File: config.mk
export PLATFORM = sky130hd
export DESIGN_NAME = wdrl_top
export DESIGN_NICKNAME = d
export VERILOG_FILES = /design/src/pkg/wdrl_pkg.sv /design/src/hdl/wdrl_refresh_seq.sv /design/src/hdl/wdrl_top.sv
export VERILOG_INCLUDE_DIRS = /design/src /design/src/pkg
export SDC_FILE = /design/constraint.sdc
export NUM_CORES = 1
export LEC_CHECK = 0
export BUFFER_PORTS_ARGS = -buffer_cell sky130_fd_sc_hd__buf_2
export CORE_ASPECT_RATIO = 1.5
export CORE_MARGIN = 2
export CORE_UTILIZATION = 40
export CTS_CLUSTER_DIAMETER = 200
export CTS_CLUSTER_SIZE = 28
export DETAILED_ROUTE_END_ITERATION = 8
export HOLD_SLACK_MARGIN = 0.12
export PLACE_DENSITY = 0.6
export SETUP_SLACK_MARGIN = 0.4
export SLEW_MARGIN = 20
export SYNTH_ARGS = -nofsm -noshare
export SYNTH_HDL_FRONTEND = slang
export SYNTH_HIERARCHICAL = 1
export SYNTH_SLANG_ARGS = --single-unit
File: constraint.sdc
create_clock -name clk_sys -period 2.6 [get_ports clk_sys]
set_input_delay 0.39 -clock clk_sys [delete_from_list [all_inputs] [get_ports clk_sys]]
set_output_delay 0.39 -clock clk_sys [all_outputs]
set_load 0.02 [all_outputs]
File: src/pkg/wdrl_defines.svh
/*
 * Constants of the watchdog refresh and configuration-lock block.
 * Assumes byte-wide register writes arriving on the bus clock.
 */
`ifndef WDRL_DEFINES_SVH
`define WDRL_DEFINES_SVH

// Refresh words, high byte written first
`define WDRL_KEY1_HI 8'ha6
`define WDRL_KEY1_LO 8'h02
`define WDRL_KEY2_HI 8'hb4
`define WDRL_KEY2_LO 8'h80

// Longest span of the four refresh byte writes, in bus clocks
`define WDRL_REFRESH_SPAN 16
// Fewest clocks that can carry four byte writes
`define WDRL_REFRESH_MIN_SPAN 4
// Span counter width
`define WDRL_SPAN_W 5

// Control bit positions
`define WDRL_CTL_ONE_UPDATE_BIT 5
`define WDRL_CTL_TWO_WIN_BIT 7

// Reset-default settings used until a configuration is applied
`define WDRL_CTL_ONE_RESET 8'ha0
`define WDRL_CTL_TWO_RESET 8'h00
`define WDRL_TIMEOUT_RESET 16'hffff
`define WDRL_WINDOW_RESET 16'h0000

`endif

File: src/pkg/wdrl_pkg.sv
/*
 * Types of the watchdog refresh and configuration-lock block.
 * Assumes the defines header sits on the include path.
 */
`default_nettype none

package wdrl_pkg;

    // Which watchdog byte register a write targets
    typedef enum logic [2:0] {
        WDRL_T_CTL_ONE,
        WDRL_T_CTL_TWO,
        WDRL_T_CNT_HI,
        WDRL_T_CNT_LO,
        WDRL_T_TOV_HI,
        WDRL_T_TOV_LO,
        WDRL_T_WIN_HI,
        WDRL_T_WIN_LO
    } wdrl_target_e;

    // One byte write from the register decoder
    typedef struct packed {
        logic valid;
        wdrl_target_e target;
        logic [7:0] data;
    } wdrl_wr_s;

    // Settings in force
    typedef struct packed {
        logic [7:0] control_status_one;
        logic [7:0] control_status_two;
        logic [15:0] timeout;
        logic [15:0] window;
    } wdrl_cfg_s;

    // Refresh sequencer states
    typedef enum logic [1:0] {
        WDRL_S_IDLE,
        WDRL_S_GOT1,
        WDRL_S_GOT2,
        WDRL_S_GOT3
    } wdrl_seq_e;

    // True when a write is valid and aims at the given register
    function automatic logic wdrl_hit(input wdrl_wr_s wr, input wdrl_target_e t);
        wdrl_hit = wr.valid && (wr.target == t);
    endfunction : wdrl_hit

endpackage : wdrl_pkg

`default_nettype wire

File: src/hdl/wdrl_refresh_seq.sv
/*
 * Refresh sequencer: checks four byte writes to the refresh counter.
 * Assumes writes come from logic on clk_sys, at most one per clock.
 */
`timescale 1ns/1ps
`default_nettype none
`include "wdrl_defines.svh"

module wdrl_refresh_seq
    import wdrl_pkg::*;
#(
    parameter int SPAN = `WDRL_REFRESH_SPAN
) (
    input wire logic clk_sys,
    input wire logic resetn,
    input wire logic ce,
    input wire wdrl_wr_s wr,
    output logic refresh_ok,
    output logic refresh_bad,
    output logic busy
);

    localparam logic [`WDRL_SPAN_W-1:0] LAST = (`WDRL_SPAN_W)'(SPAN - 1);

    // Budget must hold four writes and fit the span counter
    if (SPAN < `WDRL_REFRESH_MIN_SPAN || SPAN > (1 << `WDRL_SPAN_W)) begin : g_bad_span
        $error("wdrl_refresh_seq: SPAN out of range");
    end

    wdrl_seq_e state; // Progress through the four bytes
    wdrl_seq_e next_state;
    logic [`WDRL_SPAN_W-1:0] span; // Clocks since the first byte
    logic next_ok;
    logic next_bad;

    // Byte decode
    wire logic w_hi = wdrl_hit(wr, WDRL_T_CNT_HI);
    wire logic w_lo = wdrl_hit(wr, WDRL_T_CNT_LO);
    wire logic any_cnt = w_hi || w_lo;
    wire logic k1h = w_hi && (wr.data == `WDRL_KEY1_HI);
    wire logic k1l = w_lo && (wr.data == `WDRL_KEY1_LO);
    wire logic k2h = w_hi && (wr.data == `WDRL_KEY2_HI);
    wire logic k2l = w_lo && (wr.data == `WDRL_KEY2_LO);
    // Budget spent: this is the last clock the fourth byte may land in
    wire logic at_last = (span == LAST);

    // Next-state decode
    always_comb begin
        next_state = state;
        next_ok = 1'b0;
        next_bad = 1'b0;
        case (state)
            WDRL_S_IDLE: begin
                if (k1h) begin
                    next_state = WDRL_S_GOT1;
                end else if (any_cnt) begin
                    next_bad = 1'b1;
                end
            end
            WDRL_S_GOT1: begin
                if (k1l) next_state = WDRL_S_GOT2;
                else if (any_cnt) next_bad = 1'b1;
            end
            WDRL_S_GOT2: begin
                if (k2h) next_state = WDRL_S_GOT3;
                else if (any_cnt) next_bad = 1'b1;
            end
            WDRL_S_GOT3: begin
                if (k2l) begin
                    next_state = WDRL_S_IDLE;
                    next_ok = 1'b1;
                end else if (any_cnt) begin
                    next_bad = 1'b1;
                end
            end
            default: begin
                next_state = WDRL_S_IDLE;
            end
        endcase
        // Out-of-order byte aborts the sequence
        if (next_bad) begin
            next_state = WDRL_S_IDLE;
        end
        // Too slow: the sequence is dropped unless it just completed
        if ((state != WDRL_S_IDLE) && at_last && !next_ok && !next_bad) begin
            next_state = WDRL_S_IDLE;
            next_bad = 1'b1;
        end
    end

    // State, span counter and result pulses
    always_ff @(posedge clk_sys) begin
        if (!resetn) begin
            state <= WDRL_S_IDLE;
            span <= '0;
            refresh_ok <= 1'b0;
            refresh_bad <= 1'b0;
            busy <= 1'b0;
        end else if (ce) begin
            state <= next_state;
            // Counts from the first byte's edge, so span is clocks since it
            span <= (next_state == WDRL_S_IDLE) ? '0 : span + 1'b1;
            refresh_ok <= next_ok;
            refresh_bad <= next_bad;
            busy <= (next_state != WDRL_S_IDLE);
        end
    end

endmodule : wdrl_refresh_seq

`default_nettype wire

File: src/hdl/wdrl_top.sv
/*
 * Watchdog refresh and configuration-lock logic.
 * Holds write-once configuration bytes, applies them once complete,
 * and checks the two-word refresh sequence through a sequencer.
 * Assumes a register decoder on clk_sys hands in one byte write per
 * clock as a wdrl_wr_s; the counting core sits outside and takes
 * cfg and refresh from here.
 */
`timescale 1ns/1ps
`default_nettype none
`include "wdrl_defines.svh"

// Summary of operation
// - Refresh is 0xA602 then 0xB480, in order
// - Four refresh bytes within 16 bus clocks
// - Config bytes accept one write after reset
// - Update bit written zero locks the configuration
// - New setup applies after all registers written
// - Window pair not needed when window mode off
module wdrl_top
    import wdrl_pkg::*;
#(
    parameter int REFRESH_SPAN = `WDRL_REFRESH_SPAN
) (
    input wire logic clk_sys,
    input wire logic resetn,
    input wire logic ce,
    input wire wdrl_wr_s wr,
    output wdrl_cfg_s cfg,
    output logic cfg_applied,
    output logic cfg_locked,
    output logic refresh,
    output logic refresh_invalid,
    output logic refresh_busy,
    output logic wr_refused
);

    // The sequencer must be able to fit four writes into its budget
    if (REFRESH_SPAN < `WDRL_REFRESH_MIN_SPAN ||
        REFRESH_SPAN > (1 << `WDRL_SPAN_W)) begin : g_bad_span
        $error("wdrl_top: REFRESH_SPAN out of range");
    end

    // Shadow copies of written configuration bytes
    logic [7:0] sh_ctl_one;
    logic [7:0] sh_ctl_two;
    logic [7:0] sh_tov_hi;
    logic [7:0] sh_tov_lo;
    logic [7:0] sh_win_hi;
    logic [7:0] sh_win_lo;

    // Written-once flags, one per configuration byte
    logic wn_ctl_one;
    logic wn_ctl_two;
    logic wn_tov_hi;
    logic wn_tov_lo;
    logic wn_win_hi;
    logic wn_win_lo;

    // Raw sequencer results, registered inside the sequencer
    logic seq_ok;
    logic seq_bad;
    logic seq_busy;

    // Per-register write strobes
    wire logic hit_ctl_one = wdrl_hit(wr, WDRL_T_CTL_ONE);
    wire logic hit_ctl_two = wdrl_hit(wr, WDRL_T_CTL_TWO);
    wire logic hit_tov_hi = wdrl_hit(wr, WDRL_T_TOV_HI);
    wire logic hit_tov_lo = wdrl_hit(wr, WDRL_T_TOV_LO);
    wire logic hit_win_hi = wdrl_hit(wr, WDRL_T_WIN_HI);
    wire logic hit_win_lo = wdrl_hit(wr, WDRL_T_WIN_LO);

    // Once locked, no configuration byte may change at all
    wire logic cfg_open = !cfg_locked;

    // A byte is taken only on its first write since reset
    wire logic take_ctl_one = hit_ctl_one && !wn_ctl_one && cfg_open;
    wire logic take_ctl_two = hit_ctl_two && !wn_ctl_two && cfg_open;
    wire logic take_tov_hi = hit_tov_hi && !wn_tov_hi && cfg_open;
    wire logic take_tov_lo = hit_tov_lo && !wn_tov_lo && cfg_open;
    wire logic take_win_hi = hit_win_hi && !wn_win_hi && cfg_open;
    wire logic take_win_lo = hit_win_lo && !wn_win_lo && cfg_open;

    // Any config write that was dropped
    wire logic refused = (hit_ctl_one && !take_ctl_one) || (hit_ctl_two && !take_ctl_two) ||
                         (hit_tov_hi && !take_tov_hi) ||
                         (hit_tov_lo && !take_tov_lo) ||
                         (hit_win_hi && !take_win_hi) ||
                         (hit_win_lo && !take_win_lo);

    // Flags and values as they stand after this cycle's write
    wire logic nw_ctl_one = wn_ctl_one || take_ctl_one;
    wire logic nw_ctl_two = wn_ctl_two || take_ctl_two;
    wire logic nw_tov = (wn_tov_hi || take_tov_hi) && (wn_tov_lo || take_tov_lo);
    wire logic nw_win = (wn_win_hi || take_win_hi) && (wn_win_lo || take_win_lo);
    wire logic [7:0] nv_ctl_one = take_ctl_one ? wr.data : sh_ctl_one;
    wire logic [7:0] nv_ctl_two = take_ctl_two ? wr.data : sh_ctl_two;
    wire logic [7:0] nv_tov_hi = take_tov_hi ? wr.data : sh_tov_hi;
    wire logic [7:0] nv_tov_lo = take_tov_lo ? wr.data : sh_tov_lo;
    wire logic [7:0] nv_win_hi = take_win_hi ? wr.data : sh_win_hi;
    wire logic [7:0] nv_win_lo = take_win_lo ? wr.data : sh_win_lo;

    // Window pair counts only when the written setup selects window mode
    wire logic win_mode = nv_ctl_two[`WDRL_CTL_TWO_WIN_BIT];
    wire logic win_done = nw_win || !win_mode;

    // Everything except the refresh pair, and the window pair outside window mode, has been written
    wire logic all_done = nw_ctl_one && nw_ctl_two && nw_tov && win_done;
    wire logic apply_now = all_done && !cfg_applied;

    // Setup that becomes active at the apply edge
    wdrl_cfg_s next_cfg;
    assign next_cfg.control_status_one = nv_ctl_one;
    assign next_cfg.control_status_two = nv_ctl_two;
    assign next_cfg.timeout = {nv_tov_hi, nv_tov_lo};
    // Unless the window pair has been written the window stays at its default
    assign next_cfg.window = nw_win ? {nv_win_hi, nv_win_lo} : `WDRL_WINDOW_RESET;

    // Update bit cleared in the applied setup locks everything
    wire logic next_locked = apply_now && !nv_ctl_one[`WDRL_CTL_ONE_UPDATE_BIT];

    // Written-once flags; never clear except by reset
    always_ff @(posedge clk_sys) begin
        if (!resetn) begin
            wn_ctl_one <= 1'b0;
            wn_ctl_two <= 1'b0;
            wn_tov_hi <= 1'b0;
            wn_tov_lo <= 1'b0;
            wn_win_hi <= 1'b0;
            wn_win_lo <= 1'b0;
        end else if (ce) begin
            wn_ctl_one <= nw_ctl_one;
            wn_ctl_two <= nw_ctl_two;
            wn_tov_hi <= wn_tov_hi || take_tov_hi;
            wn_tov_lo <= wn_tov_lo || take_tov_lo;
            wn_win_hi <= wn_win_hi || take_win_hi;
            wn_win_lo <= wn_win_lo || take_win_lo;
        end
    end

    // Shadow bytes; reset values keep unwritten fields sane
    always_ff @(posedge clk_sys) begin
        if (!resetn) begin
            sh_ctl_one <= `WDRL_CTL_ONE_RESET;
            sh_ctl_two <= `WDRL_CTL_TWO_RESET;
            // Byte pairs loaded whole, so no width is cut
            {sh_tov_hi, sh_tov_lo} <= `WDRL_TIMEOUT_RESET;
            {sh_win_hi, sh_win_lo} <= `WDRL_WINDOW_RESET;
        end else if (ce) begin
            sh_ctl_one <= nv_ctl_one;
            sh_ctl_two <= nv_ctl_two;
            sh_tov_hi <= nv_tov_hi;
            sh_tov_lo <= nv_tov_lo;
            sh_win_hi <= nv_win_hi;
            sh_win_lo <= nv_win_lo;
        end
    end

    // Active setup: defaults until the single apply, then frozen
    always_ff @(posedge clk_sys) begin
        if (!resetn) begin
            cfg.control_status_one <= `WDRL_CTL_ONE_RESET;
            cfg.control_status_two <= `WDRL_CTL_TWO_RESET;
            cfg.timeout <= `WDRL_TIMEOUT_RESET;
            cfg.window <= `WDRL_WINDOW_RESET;
            cfg_applied <= 1'b0;
            cfg_locked <= 1'b0;
        end else if (ce) begin
            if (apply_now) begin
                cfg <= next_cfg;
                cfg_applied <= 1'b1;
            end
            // Lock is sticky until reset
            cfg_locked <= cfg_locked || next_locked;
        end
    end

    // Refresh sequence checker
    wdrl_refresh_seq #(
        .SPAN(REFRESH_SPAN)
    ) u_seq (
        .clk_sys(clk_sys),
        .resetn(resetn),
        .ce(ce),
        .wr(wr),
        .refresh_ok(seq_ok),
        .refresh_bad(seq_bad),
        .busy(seq_busy)
    );

    // Result outputs re-timed; sequencer results pass a second flop stage, wr_refused only this one
    always_ff @(posedge clk_sys) begin
        if (!resetn) begin
            refresh <= 1'b0;
            refresh_invalid <= 1'b0;
            refresh_busy <= 1'b0;
            wr_refused <= 1'b0;
        end else if (ce) begin
            refresh <= seq_ok;
            refresh_invalid <= seq_bad;
            refresh_busy <= seq_busy;
            wr_refused <= refused;
        end else begin
            // Pulses must not stretch while frozen
            refresh <= 1'b0;
            refresh_invalid <= 1'b0;
            wr_refused <= 1'b0;
        end
    end

endmodule : wdrl_top

`default_nettype wire

# == After elaboration in Yosys (flattened, before gate mapping) ==
# Index checks and enable logic that the tools add are counted.
# classes
n_reduce_logical,79
muxes,24
eq_ne,15
addsub,1
# op_table
operator,n
$mux 8,6
$logic_and 1x1->1,40
$eq 8x8->1 const B,3
$logic_not 1->1,18
$mux 16,1
$logic_or 1x1->1,14
$eq 3x3->1 const B,4
$mux 2,6
$eq 8x2->1 const B,1
$mux 1,8
$pmux 2 s4,1
$eq 3x2->1 const B,2
$add 5x1->5 const B,1
$eq 5x4->1 const B,1
$mux 5,1
$eq 2x2->1 const B,2
$logic_not 2->1,2
$pmux 1 s4,1
$reduce_and 2->1,2
$reduce_bool 2->1,2
$eq 3x1->1 const B,1
$logic_not 3->1,1
$eq 2x1->1 const B,1
# totals
wordCells,146
reg_bits,118
input_bits,15

# == Depth between registers and ports, before layout ==
# Gate-level depths: netlist of run 1.
# depth
word_depth,11
depth_mapped,9
depth_no_buf,7

# == By module ==
# The synthesis of run 1 kept the hierarchy.
# by_module_without_submodules
module,n_inst,area_per_inst_um2,cells_each,seq_area_each_um2
wdrl_top,1,4759.6,478,2162.1
wdrl_refresh_seq,1,887.1,91,200.2

# == Worst setup path before layout of run 1 ==
# No wires, ideal clock.
# synth_path
path_kind,input to register
start,input wr[9] (netlist bit)
end,register sh_tov_hi[3]
stages,6
arrival_ps,2016
path_slack_ps,464
required_ps,2480
setup_time_ps,120
cell_sequence,buf_2 > or3b_2 > nor3_4 > mux2i_1 > nor2_1 > a211o_1
# synth_between
elab_chain_cells,5
# synth_lines
element,line_no,source
start: declaration,wdrl_top.sv:28,"input wire wdrl_wr_s wr,"
$eq 3x3->1,wdrl_pkg.sv:46,wdrl_hit = wr.valid && (wr.target == t);
$logic_and 1x1->1,wdrl_pkg.sv:46,
$logic_and 1x1->1 (2 in series),wdrl_top.sv:79,wire logic take_tov_hi = hit_tov_hi && !wn_tov_hi && cfg_open;
$mux 8,wdrl_top.sv:98,wire logic [7:0] nv_tov_hi = take_tov_hi ? wr.data : sh_tov_hi;
end signal: assignment,wdrl_top.sv:147,"{sh_tov_hi, sh_tov_lo} <= `WDRL_TIMEOUT_RESET;"
end signal: assignment,wdrl_top.sv:152,sh_tov_hi <= nv_tov_hi;
end: declaration,wdrl_top.sv:47,logic [7:0] sh_tov_hi;
# Every way passes these cells.
# A chain may end at the register's enable or synchronous reset.

# == Worst setup path in the final report of run 1 ==
# layout_path
start,register u_seq.state[1]
end,register u_seq.span[3]
# layout_between
elab_chain_cells,8
elab_cells_between_ends,21
classes_between,3 x eq/ne; 10 x mux; 8 x reduce/logical
# layout_lines
element,line_no,source
start: declaration,wdrl_refresh_seq.sv:30,wdrl_seq_e state;
start signal: assignment,wdrl_refresh_seq.sv:100,state <= next_state;
branches (longest 5 deep; another with $pmux 1 s4),n/a,
$mux 2 *,wdrl_refresh_seq.sv:85,if ((state != WDRL_S_IDLE) && at_last && !next_ok && !next_bad) begin
$logic_not 2->1 *,wdrl_refresh_seq.sv:102,span <= (next_state == WDRL_S_IDLE) ? '0 : span + 1'b1;
$mux 5 *,wdrl_refresh_seq.sv:102,
end signal: assignment,wdrl_refresh_seq.sv:102,
end: declaration,wdrl_refresh_seq.sv:32,logic [`WDRL_SPAN_W-1:0] span;
# Every way passes the cells marked *.

==> run summary, run 1 <==
Avg Synthesized Cell Area -> 9.924 sq um
Overall via count from detail_route -> 4725
Dpl cell area -> 6152 sq um
Layout Skew -> 10.62 ps
Clk root buf -> sky130_fd_sc_hd__clkbuf_16
Sw Ratio -> 0.2264
Synthesized net count -> 586
Global routing usage on met2 -> 0.3190
Total Negative Setup Slacks -> 0 ps
Post-Synthesis Cell Area -> 5647 sq um
Core box area -> 13930 sq um
Crit. Startpoint -> u_seq/state[1]
Via count of the first global-routing pass -> 4473
Placement Setup Slack -> 261.3 ps
Weighted congestion reported at the end of routability-driven placement -> 0.9092
Cell count after synthesis -> 569
Post-synthesis async set-or-reset flop share -> 0
Proportion of layout cells with a drive suffix above 1 -> 0.2920
Highest ir drop seen on vdd -> 369.1 uV
Non-Filler Instances -> 819
Placed cell count -> 777
Router iterations before antenna repair -> 5
Total routing usage reported by global routing -> 0.2072
Final critical-path share of the clock period -> 0.8260
Proportion of power drawn by the clock network -> 0.536
Final setup fails -> 0
P_int -> 3.598 mW
Number of slew-limit violations in the final report -> 0
Hold WS -> 306.6 ps
Wire length of the first global-routing pass -> 24.23 mm
Post-detailed-route count of antenna-violating nets -> 0
Longest Clk Path Bufs -> 2
Warning count from the yosys run -> 6
Type of destination of the critical path -> register
Busiest metal layer after global routing -> met2
Min Clock Period, post-route -> 2148 ps
Met1 global-route usage -> 0.2784
Die width -> 101.0 microns
Net load switching power -> 1.053 mW
Antenna violations before repair -> 0
Detailed placer's ending HPWL -> 10.15 mm
Portion of total power attributed to sequential cells -> 0.398
Ratio of total power to cell area -> 670.7 nW/um^2
Worst r2r dst -> u_seq/span[3]
Number of different library cells in the post-synthesis netlist -> 74
Largest net degree at the start of global routing -> 35
TritonCTS buffer count -> 17
Slew at the pin closest to its max-slew limit -> 695.6 ps
RSZ-0062 raised after global routing -> yes
Total wire length after detailed routing -> 15.22 mm
Number of flip-flops and latches in the synthesized netlist -> 118
Flip-flop cell with the highest count after synthesis -> sky130_fd_sc_hd__dfxtp_1
Floorplan die area -> 15100 sq um
Worst path setup slack after routing -> 452.4 ps
DRC -> 0
Critical path launch point type -> register
Fin nets -> 658
Number of flops mapped to enable cells by yosys -> 0
Crit path arrival time -> 2450 ps
Worst Path Max Fanout -> 10
Chip height -> 149.5 microns
Sink count of the clock tree -> 118
Type of the worst min-delay path -> primary input to register
Standard-cell row count -> 53
Headroom to the max-slew limit -> 0.5362
Register clock-pin slew on the reported worst setup and hold paths -> 50 ps
Commonest non-fill, non-tap cells in the layout -> sky130_fd_sc_hd__dfxtp_1, sky130_fd_sc_hd__buf_2, sky130_fd_sc_hd__mux2i_1, sky130_fd_sc_hd__nand2_1, sky130_fd_sc_hd__nor2_1
Final hold violation count -> 0
Most common cell after layout, fill and taps aside -> sky130_fd_sc_hd__dfxtp_1
Wire length per cell after detailed routing -> 18.58 microns
Required time at the worst-slack endpoint -> 2900 ps
Final design instance area without fill -> 6934 sq um
Initial cell density of the core -> 0.4055
Top-level port count -> 69
Destination of the critical timing path -> u_seq/span[3]
Leakage -> 2.667 nW
Via count normalized by instance count -> 5.769
Register-to-Register Setup Slack -> 450 ps
Portion of the post-synthesis area used by sequential elements -> 0.4183
Latest clock arrival within the worst-skew pair -> 420 ps
Worst r2r src -> u_seq/state[1]
Maxcap violations -> 0
CTS tree -> done
Initial detailed-routing violation count -> 250
Result of the run -> finished clean
Number of buffers inserted by hold repair at cts -> 0
Number of cells traversed by the worst register-to-register path -> 5
GR Layer Usage met3 -> 0.05371
GRT Residual Overflow -> 0
H-tree depth reported by CTS -> 4
Synth-to-Final Area Change -> 22.80%
Max Clk Rate -> 465.6 MHz
Share of total power in combinational logic -> 0.066
Buffers on Ports -> 68
Diodes inserted -> 0
Critical setup path kind -> register to register
## cell families (layout without fill, tap and decap cells)
logic type                 Yosys count  count (layout)  share of synthesized area
muxes                               68              68                     0.1228
adders and majority gates            2               2                   0.004431
DFF                                118             118                     0.4183
and+or+nand+nor                    174             174                     0.1775
buffers and inverters               62             147                    0.05628
AOI/OAI and AO/OA                  145             145                     0.2207
## power groups by stage
stage	Combinational [mW]	Sequential, mW	Clock [mW]
floorplan	0.193	1.89	0
global placement	0.290	1.89	0
detailed placement	0.293	1.89	0
CTS	0.296	1.85	2.53
global route	0.333	1.85	2.63
finish	0.308	1.85	2.49
## synth_stat cells, types with 10 or more instances
cell type,number,share of area
sky130_fd_sc_hd__clkbuf_1,27,0.018
sky130_fd_sc_hd__a31oi_1,18,0.020
sky130_fd_sc_hd__o32ai_2,16,0.046
sky130_fd_sc_hd__nor2b_1,10,0.011
sky130_fd_sc_hd__dfxtp_1,118,0.42
sky130_fd_sc_hd__nor2_1,41,0.027
sky130_fd_sc_hd__mux2i_1,67,0.12
sky130_fd_sc_hd__a211oi_1,31,0.041
sky130_fd_sc_hd__nand2_1,48,0.032
sky130_fd_sc_hd__buf_2,18,0.016
sky130_fd_sc_hd__a21oi_1,36,0.032
sky130_fd_sc_hd__a211o_1,15,0.023
sky130_fd_sc_hd__nand3_1,14,0.012
## stage by stage
| stage | power [mW] | utilization |
|---|---|---|
| after global routing | 4.814 | 0.4979 |
| after CTS | 4.674 | 0.4881 |
| final | 4.651 | 0.4979 |
| after global placement | 2.177 | 0.4418 |
| after floorplan | 2.078 | - |
| after detailed placement | 2.181 | 0.4418 |
## layer usage
metal  wire, microns  up-vias  share of wire
met5               0        -              0
met4             301        0          0.020
met3             879       23          0.058
met2            7404      151           0.49
met1            6632     2301           0.44
li1                -     2250              -
## worst min-delay path by stage
stage / startpoint / cells past startpoint / slack (ps) / to
after detailed placement: sh_ctl_one[3] / 2 / 450 / sh_ctl_one[3]
after global routing: wr[11] / 3 / 320 / wr_refused
after CTS: wr[11] / 3 / 290 / wr_refused
after floorplan: sh_ctl_one[0] / 2 / 440 / sh_ctl_one[0]
final: wr[11] / 3 / 310 / wr_refused
after global placement: sh_win_lo[0] / 2 / 440 / sh_win_lo[0]
## timing repair
action	CTS	global route
gates resized for setup	3	14
cloned	0	1
buffers inserted	0	9
setup endpoints to repair	12	64
hold endpoints to repair	0	0
pin swaps	0	4
## critical path: stages (launching register included)
cell and delay (ps):
sky130_fd_sc_hd__dfxtp_1 550, sky130_fd_sc_hd__or4b_4 240, sky130_fd_sc_hd__nor3_2 60, sky130_fd_sc_hd__a2111oi_4 670, sky130_fd_sc_hd__nor3_1 170, sky130_fd_sc_hd__a221o_1 340
## flip-flops by register name (all words and copies together), names as in the netlist, 5 cells and up
register	flops
u_seq/span	5
sh_ctl_one	8
cfg	48
sh_win_lo	8
sh_tov_hi	8
sh_ctl_two	8
sh_tov_lo	8
sh_win_hi	8
## cell type report
cell class	instances	area, sq um
fill	1319	6992
multi-input combinational	389	3018
sequential	118	2364
timing repair buffer	108	685.7
clock buffer	21	460.4
tap	165	206.4
clock inverter	11	173.9
inverter	7	26.28
(Power assumes the default switching activity.)
==> run 2, diff against run 1 <==
--- a/config.mk
+++ b/config.mk
@@ -14,7 +14,7 @@
 export CTS_CLUSTER_SIZE = 28
 export DETAILED_ROUTE_END_ITERATION = 8
 export HOLD_SLACK_MARGIN = 0.12
-export PLACE_DENSITY = 0.6
+export PLACE_DENSITY = 0.63
 export SETUP_SLACK_MARGIN = 0.4
 export SLEW_MARGIN = 20
 export SYNTH_ARGS = -nofsm -noshare
==> constraint.sdc (replaced) <==
create_clock -name clk_sys -period 1.91 [get_ports clk_sys]
set_input_delay 0.2865 -clock clk_sys [delete_from_list [all_inputs] [get_ports clk_sys]]
set_output_delay 0.2865 -clock clk_sys [all_outputs]
set_load 0.02 [all_outputs]
==> run 2 against run 1 <==
  * The run now ends with setup timing left
  * Register-to-register slack worse by 470 ps
  * Fmax up 11%
  * Power increased by 38%
  * First-iteration DRC count up 48%
  * Largest cell class unchanged
  * Combinational power up 90%
  * Utilization rose by 9.8 points
  * Routed wire length increased by 11%
  * Count of clock-buffer cells in the layout unchanged
  * Via count grew 8.0%
  * Cell count rose by 8.5%
==> run summary, run 2 (same netlist as run 1, synthesis figures left out) <==
Proportion of power drawn by the clock network -> 0.514 (-0.022)
Leakage -> 3.182 nW (+19%)
Final setup fails -> 11 (+11)
Wire length of the first global-routing pass -> 26.30 mm (+8.5%)
Commonest non-fill, non-tap cells in the layout -> sky130_fd_sc_hd__dfxtp_1, sky130_fd_sc_hd__buf_4, sky130_fd_sc_hd__buf_2, sky130_fd_sc_hd__mux2i_1, sky130_fd_sc_hd__nand2_1
Overall via count from detail_route -> 5105 (+8.0%)
CTS tree -> done
Register-to-Register Setup Slack -> -20 ps (-470 ps)
Clk root buf -> sky130_fd_sc_hd__clkbuf_16
Violated checks -> setup timing
Longest Clk Path Bufs -> 2 (unchanged)
Cells traversed along the worst timing path -> nor3_4, a21oi_2, nor4_4, and2_4, buf_12, buf_8, a31oi_1
Synth-to-Final Area Change -> 46.89%
DRC -> 0 (unchanged)
Latest clock arrival within the worst-skew pair -> 410 ps (about the same)
Via count normalized by instance count -> 5.742 (-0.46%)
Final critical-path share of the clock period -> 1.009 (+0.1829)
Number of slew-limit violations in the final report -> 0 (unchanged)
Result of the run -> finished, violations left
HP Start -> resetn
Number of cells traversed by the worst register-to-register path -> 7 (+2)
Crit path arrival time -> 2200 ps (-250 ps)
Share of total power in combinational logic -> 0.091 (+0.025)
Hold path cells -> 2 (-1)
Headroom to the max-slew limit -> 0.5238 (-0.01248)
Total routing usage reported by global routing -> 0.2241 (+0.01689)
Register with the highest flop count -> cfg
Sink count of the clock tree -> 118 (unchanged)
Register clock-pin slew on the reported worst setup and hold paths -> 50 ps (about the same)
Antenna violations before repair -> 0 (unchanged)
Wire length per cell after detailed routing -> 19.01 microns (+2.3%)
Biggest cell delay along the critical path -> 390 ps (-280 ps)
Worst r2r src -> cfg_locked
Worst r2r dst -> cfg[19]
Net load switching power -> 1.461 mW (+39%)
Top-level port count -> 69 (unchanged)
Critical path launch point type -> register
Highest-delay cell along the critical path -> sky130_fd_sc_hd__dfxtp_4
Flip-flop count of the largest register, all copies and words added -> 48 (unchanged)
Type of the worst min-delay path -> primary input to register
Max Clk Rate -> 519.0 MHz (+11%)
Core box area -> 13930 sq um (unchanged)
Post-detailed-route count of antenna-violating nets -> 0 (unchanged)
Initial detailed-routing violation count -> 370 (+48%)
Via count of the first global-routing pass -> 5080 (+14%)
Floorplan die area -> 15100 sq um (unchanged)
P_int -> 4.947 mW (+38%)
Initial cell density of the core -> 0.4055 (unchanged)
H-tree depth reported by CTS -> 4 (unchanged)
Type of destination of the critical path -> register
Number of buffers inserted by hold repair at cts -> 0 (unchanged)
Die width -> 101.0 microns (unchanged)
Router iterations before antenna repair -> 6 (+1)
Most common cell after layout, fill and taps aside -> sky130_fd_sc_hd__dfxtp_1
Fin nets -> 729 (+11%)
GRT Residual Overflow -> 0 (unchanged)
Dpl cell area -> 6843 sq um (+11%)
Standard-cell row count -> 53 (unchanged)
Layout Skew -> 5.905 ps (-4.712 ps)
Worst Path Max Fanout -> 8 (-2)
Highest ir drop seen on vdd -> 642.6 uV (+74%)
Buffers on Ports -> 68 (unchanged)
Critical setup path kind -> register to register
WHS Endpoint -> u_seq/span[0]
TritonCTS buffer count -> 17 (unchanged)
Final design instance area without fill -> 8294 sq um (+20%)
Detailed placer's ending HPWL -> 10.62 mm (+4.6%)
Weighted congestion reported at the end of routability-driven placement -> 0.8405 (-7.6%)
Proportion of layout cells with a drive suffix above 1 -> 0.4738 (+0.1817)
Diodes inserted -> 0 (unchanged)
Non-Filler Instances -> 889 (+8.5%)
Slew at the pin closest to its max-slew limit -> 714.4 ps (+18.72 ps)
Min Clock Period, post-route -> 1927 ps (-220.7 ps)
Ratio of total power to cell area -> 772.6 nW/um^2 (+15%)
Placed cell count -> 831 (+6.9%)
Largest net degree at the start of global routing -> 56 (+60%)
RSZ-0062 raised after global routing -> yes
Sw Ratio -> 0.2280 (+0.001563)
Worst path setup slack after routing -> -16.95 ps (-469.3 ps)
Final hold violation count -> 0 (unchanged)
Required time at the worst-slack endpoint -> 2180 ps (-720 ps)
Chip height -> 149.5 microns (unchanged)
Maxcap violations -> 0 (unchanged)
Total wire length after detailed routing -> 16.90 mm (+11%)
Portion of total power attributed to sequential cells -> 0.394 (-0.004)
==> run 2: worst max-delay path by stage <==
stage | startpoint | depth (start not counted) | to
after floorplan | wr[9] | 6 | sh_tov_hi[3]
after global placement | wr[9] | 6 | u_seq/span[3]
after detailed placement | wr[9] | 6 | u_seq/span[3]
after CTS | cfg_locked | 6 | sh_tov_lo[4]
after global routing | cfg_locked | 7 | cfg[26]
final | cfg_locked | 7 | cfg[19]
==> run 2: final cells by class <==
| type | instances | area, sq um |
|---|---|---|
| inverter | 7 | 27.53 |
| sequential | 118 | 2374 |
| clock inverter | 10 | 153.9 |
| fill | 1136 | 5632 |
| multi-input combinational | 392 | 3691 |
| tap | 165 | 206.4 |
| timing repair buffer | 176 | 1391 |
| clock buffer | 21 | 450.4 |
==> run 2: stage by stage <==
step                      setup TNS [ps]  utilization  setup WS [ps]  power (mW)  hold slack, ps
after floorplan                   -514.7            -         -99.78       2.860           433.4
after CTS                              0       0.5739          35.20       6.400           238.3
final                             -98.00       0.5956         -16.95       6.408           252.1
after global routing               -1919       0.5956         -87.89       6.618           257.3
after global placement             -3963       0.4914         -135.5       3.052           440.5
after detailed placement           -6011       0.4914         -212.2       3.064           447.4
==> run 2: critical path: cells and delay by family, from the launching register on <==
kind	cells	cell delay, ps
AOI/OAI and AO/OA	2	220
and+or+nand+nor	3	870
buffers and inverters	2	280
DFF	1	390
==> run 2: routing by layer <==
layer,global-route usage,up-vias,wire [microns]
met5,0,-,0
met4,0.1014,0,515
met3,0.04858,39,774
met2,0.3880,142,8776
met1,0.2619,2515,6838
li1,-,2409,-
==> run 2: what timing repair did <==
action	4_1_cts	5_1_grt
pin swaps	19	29
resized for setup	63	51
setup endpoints to repair	108	110
cloned	4	2
buffers inserted	17	4
==> run 2: power by group through the flow <==
stage                     Combinational (mW)  Sequential (mW)  Clock (mW)
after floorplan                        0.294             2.57           0
after global placement                 0.483             2.57           0
after detailed placement               0.493             2.57           0
after CTS                              0.545             2.52        3.33
after global routing                   0.622             2.53        3.47
final                                  0.584             2.53        3.30
==> run 3, diff against run 2 <==
==> constraint.sdc (replaced) <==
create_clock -name clk_sys -period 1.76 [get_ports clk_sys]
set_input_delay 0.264 -clock clk_sys [delete_from_list [all_inputs] [get_ports clk_sys]]
set_output_delay 0.264 -clock clk_sys [all_outputs]
set_load 0.02 [all_outputs]
==> run 3 against run 2 <==
  * First-iteration DRC count decreased by 28%
  * Flip-flop and latch count unchanged
  * Sequential share of layout area increased by 0.35 points
  * The flow still finishes with violations (setup timing)
  * Design area decreased by 1.0%
  * Non-clock buffer count decreased by 7
  * Clock power increased by 12%
==> run summary, run 3 (same netlist as run 1, synthesis figures left out) <==
Result of the run -> finished, violations left
Violated checks -> setup timing
TritonCTS buffer count -> 17 (unchanged)
Flip-flop count of the largest register, all copies and words added -> 48 (unchanged)
Clk root buf -> sky130_fd_sc_hd__clkbuf_16
Worst Path Max Fanout -> 8 (unchanged)
GRT Residual Overflow -> 0 (unchanged)
Register with the highest flop count -> cfg
Most common cell after layout, fill and taps aside -> sky130_fd_sc_hd__dfxtp_1
Critical path launch point type -> register
Layout Skew -> 7.402 ps (+1.497 ps)
Buffers on Ports -> 68 (unchanged)
Via count of the first global-routing pass -> 5116 (+0.71%)
Weighted congestion reported at the end of routability-driven placement -> 0.8645 (+2.9%)
Final design instance area without fill -> 8208 sq um (-1.0%)
Post-detailed-route count of antenna-violating nets -> 0 (unchanged)
Antenna violations before repair -> 0 (unchanged)
Register clock-pin slew on the reported worst setup and hold paths -> 60 ps (about the same)
Via count normalized by instance count -> 5.666 (-1.3%)
Dpl cell area -> 6935 sq um (+1.4%)
Diodes inserted -> 0 (unchanged)
Total wire length after detailed routing -> 16.70 mm (-1.2%)
Number of slew-limit violations in the final report -> 0 (unchanged)
Final hold violation count -> 0 (unchanged)
Crit path arrival time -> 2260 ps (+60 ps)
Wire length of the first global-routing pass -> 25.97 mm (-1.2%)
Critical setup path kind -> register to register
RSZ-0062 raised after global routing -> yes
DRC -> 0 (unchanged)
Type of the worst min-delay path -> primary input to register
Placed cell count -> 834 (+0.36%)
Type of destination of the critical path -> register
Leakage -> 3.156 nW (-0.82%)
H-tree depth reported by CTS -> 4 (unchanged)
CTS tree -> done
Longest Clk Path Bufs -> 2 (unchanged)
Standard-cell row count -> 53 (unchanged)
Required time at the worst-slack endpoint -> 2060 ps (-120 ps)
Sink count of the clock tree -> 118 (unchanged)
Router iterations before antenna repair -> 4 (-2)
Core box area -> 13930 sq um (unchanged)
Headroom to the max-slew limit -> 0.6317 (+0.1080)
Max Clk Rate -> 509.0 MHz (-1.9%)
Chip height -> 149.5 microns (unchanged)
Initial detailed-routing violation count -> 268 (-28%)
Non-Filler Instances -> 883 (-0.67%)
Initial cell density of the core -> 0.4055 (unchanged)
Final critical-path share of the clock period -> 1.116 (+0.1075)
Slew at the pin closest to its max-slew limit -> 552.4 ps (-161.9 ps)
Overall via count from detail_route -> 5003 (-2.0%)
Fin nets -> 722 (-0.96%)
Top-level port count -> 69 (unchanged)
Total routing usage reported by global routing -> 0.2200 (-0.004097)
Final setup fails -> 70 (+59)
Floorplan die area -> 15100 sq um (unchanged)
Die width -> 101.0 microns (unchanged)
Detailed placer's ending HPWL -> 10.50 mm (-1.1%)
Proportion of layout cells with a drive suffix above 1 -> 0.4708 (-0.003005)
Ratio of total power to cell area -> 860.5 nW/um^2 (+11%)
Worst path setup slack after routing -> -204.8 ps (-187.8 ps)
Synth-to-Final Area Change -> 45.36%
Commonest non-fill, non-tap cells in the layout -> sky130_fd_sc_hd__dfxtp_1, sky130_fd_sc_hd__buf_4, sky130_fd_sc_hd__buf_2, sky130_fd_sc_hd__mux2i_1, sky130_fd_sc_hd__nor2_1
Maxcap violations -> 0 (unchanged)
Latest clock arrival within the worst-skew pair -> 420 ps (about the same)
Wire length per cell after detailed routing -> 18.91 microns (-0.56%)
Largest net degree at the start of global routing -> 42 (-25%)
Highest ir drop seen on vdd -> 685.2 uV (+6.6%)
Min Clock Period, post-route -> 1965 ps (+37.82 ps)
run 3: changes by cell type in the layout (fill, tap and decap cells not counted), sizes merged:
cell and delta:
inv +2, nand2 -1, or2 +1, clkinvlp +2
buf -6, bufbuf -1, clkbuf -3
run 3: through the flow:
stage	setup TNS (ps)	power, mW	util	hold slack (ps)	worst slack (ps)
6_report	-5617	7.063	0.5894	229.7	-204.8
4_1_cts	-2770	7.049	0.5687	215.6	-75.20
3_3_place_gp	-10120	3.318	0.4980	442.1	-201.7
3_5_place_dp	-12790	3.330	0.4980	449.4	-301.2
2_1_floorplan	-4345	3.111	-	410.9	-227.3
5_1_grt	-9574	7.266	0.5894	243.9	-256.9
run 3: worst paths after layout:
| path | slack (ps) | end | startpoint | cells after the start |
|---|---|---|---|---|
| setup / recovery | -200 | sh_tov_hi[5] | cfg_locked | 6 |
| hold / removal | 230 | sh_win_lo[0] | resetn | 3 |
| setup reg to reg | -200 | sh_tov_hi[5] | cfg_locked | 6 |
| hold reg to reg | 460 | sh_ctl_one[6] | sh_ctl_one[6] | 2 |
run 3: routing by layer:
metal | GRT usage | up-vias | part of all wire
met5 | 0 | - | 0
met4 | 0.08649 | 0 | 0.016
met3 | 0.05044 | 27 | 0.046
met2 | 0.3817 | 125 | 0.54
met1 | 0.2605 | 2457 | 0.40
li1 | - | 2394 | -
run 3: repair_timing:
action | in CTS | in global routing
pin swaps | 28 | 19
setup endpoints to repair | 114 | 114
hold buffers | 0 | 0
resized for setup | 61 | 38
cloned | 2 | 2
setup buffers | 5 | 8
run 3: where the power goes:
group	internal, mW	leakage [nW]	switching, mW
combinational	0.275	1.89	0.356
sequential	2.71	0.961	0.0304
clock	2.38	0.301	1.31
run 3: critical path, stage by stage (launching register included):
cell and delay, ps:
sky130_fd_sc_hd__dfxtp_4 380, sky130_fd_sc_hd__or3b_4 410, sky130_fd_sc_hd__nor3_4 180, sky130_fd_sc_hd__buf_12 200, sky130_fd_sc_hd__mux2i_4 280, sky130_fd_sc_hd__nor2_1 90
sky130_fd_sc_hd__a211o_1 300
run 3: cell type report:
type	count	area, sq um
clock buffer	18	429.2
tap	165	206.4
inverter	7	27.53
fill	1139	5718
clock inverter	14	201.4
timing repair buffer	169	1373
sequential	118	2377
multi-input combinational	392	3593
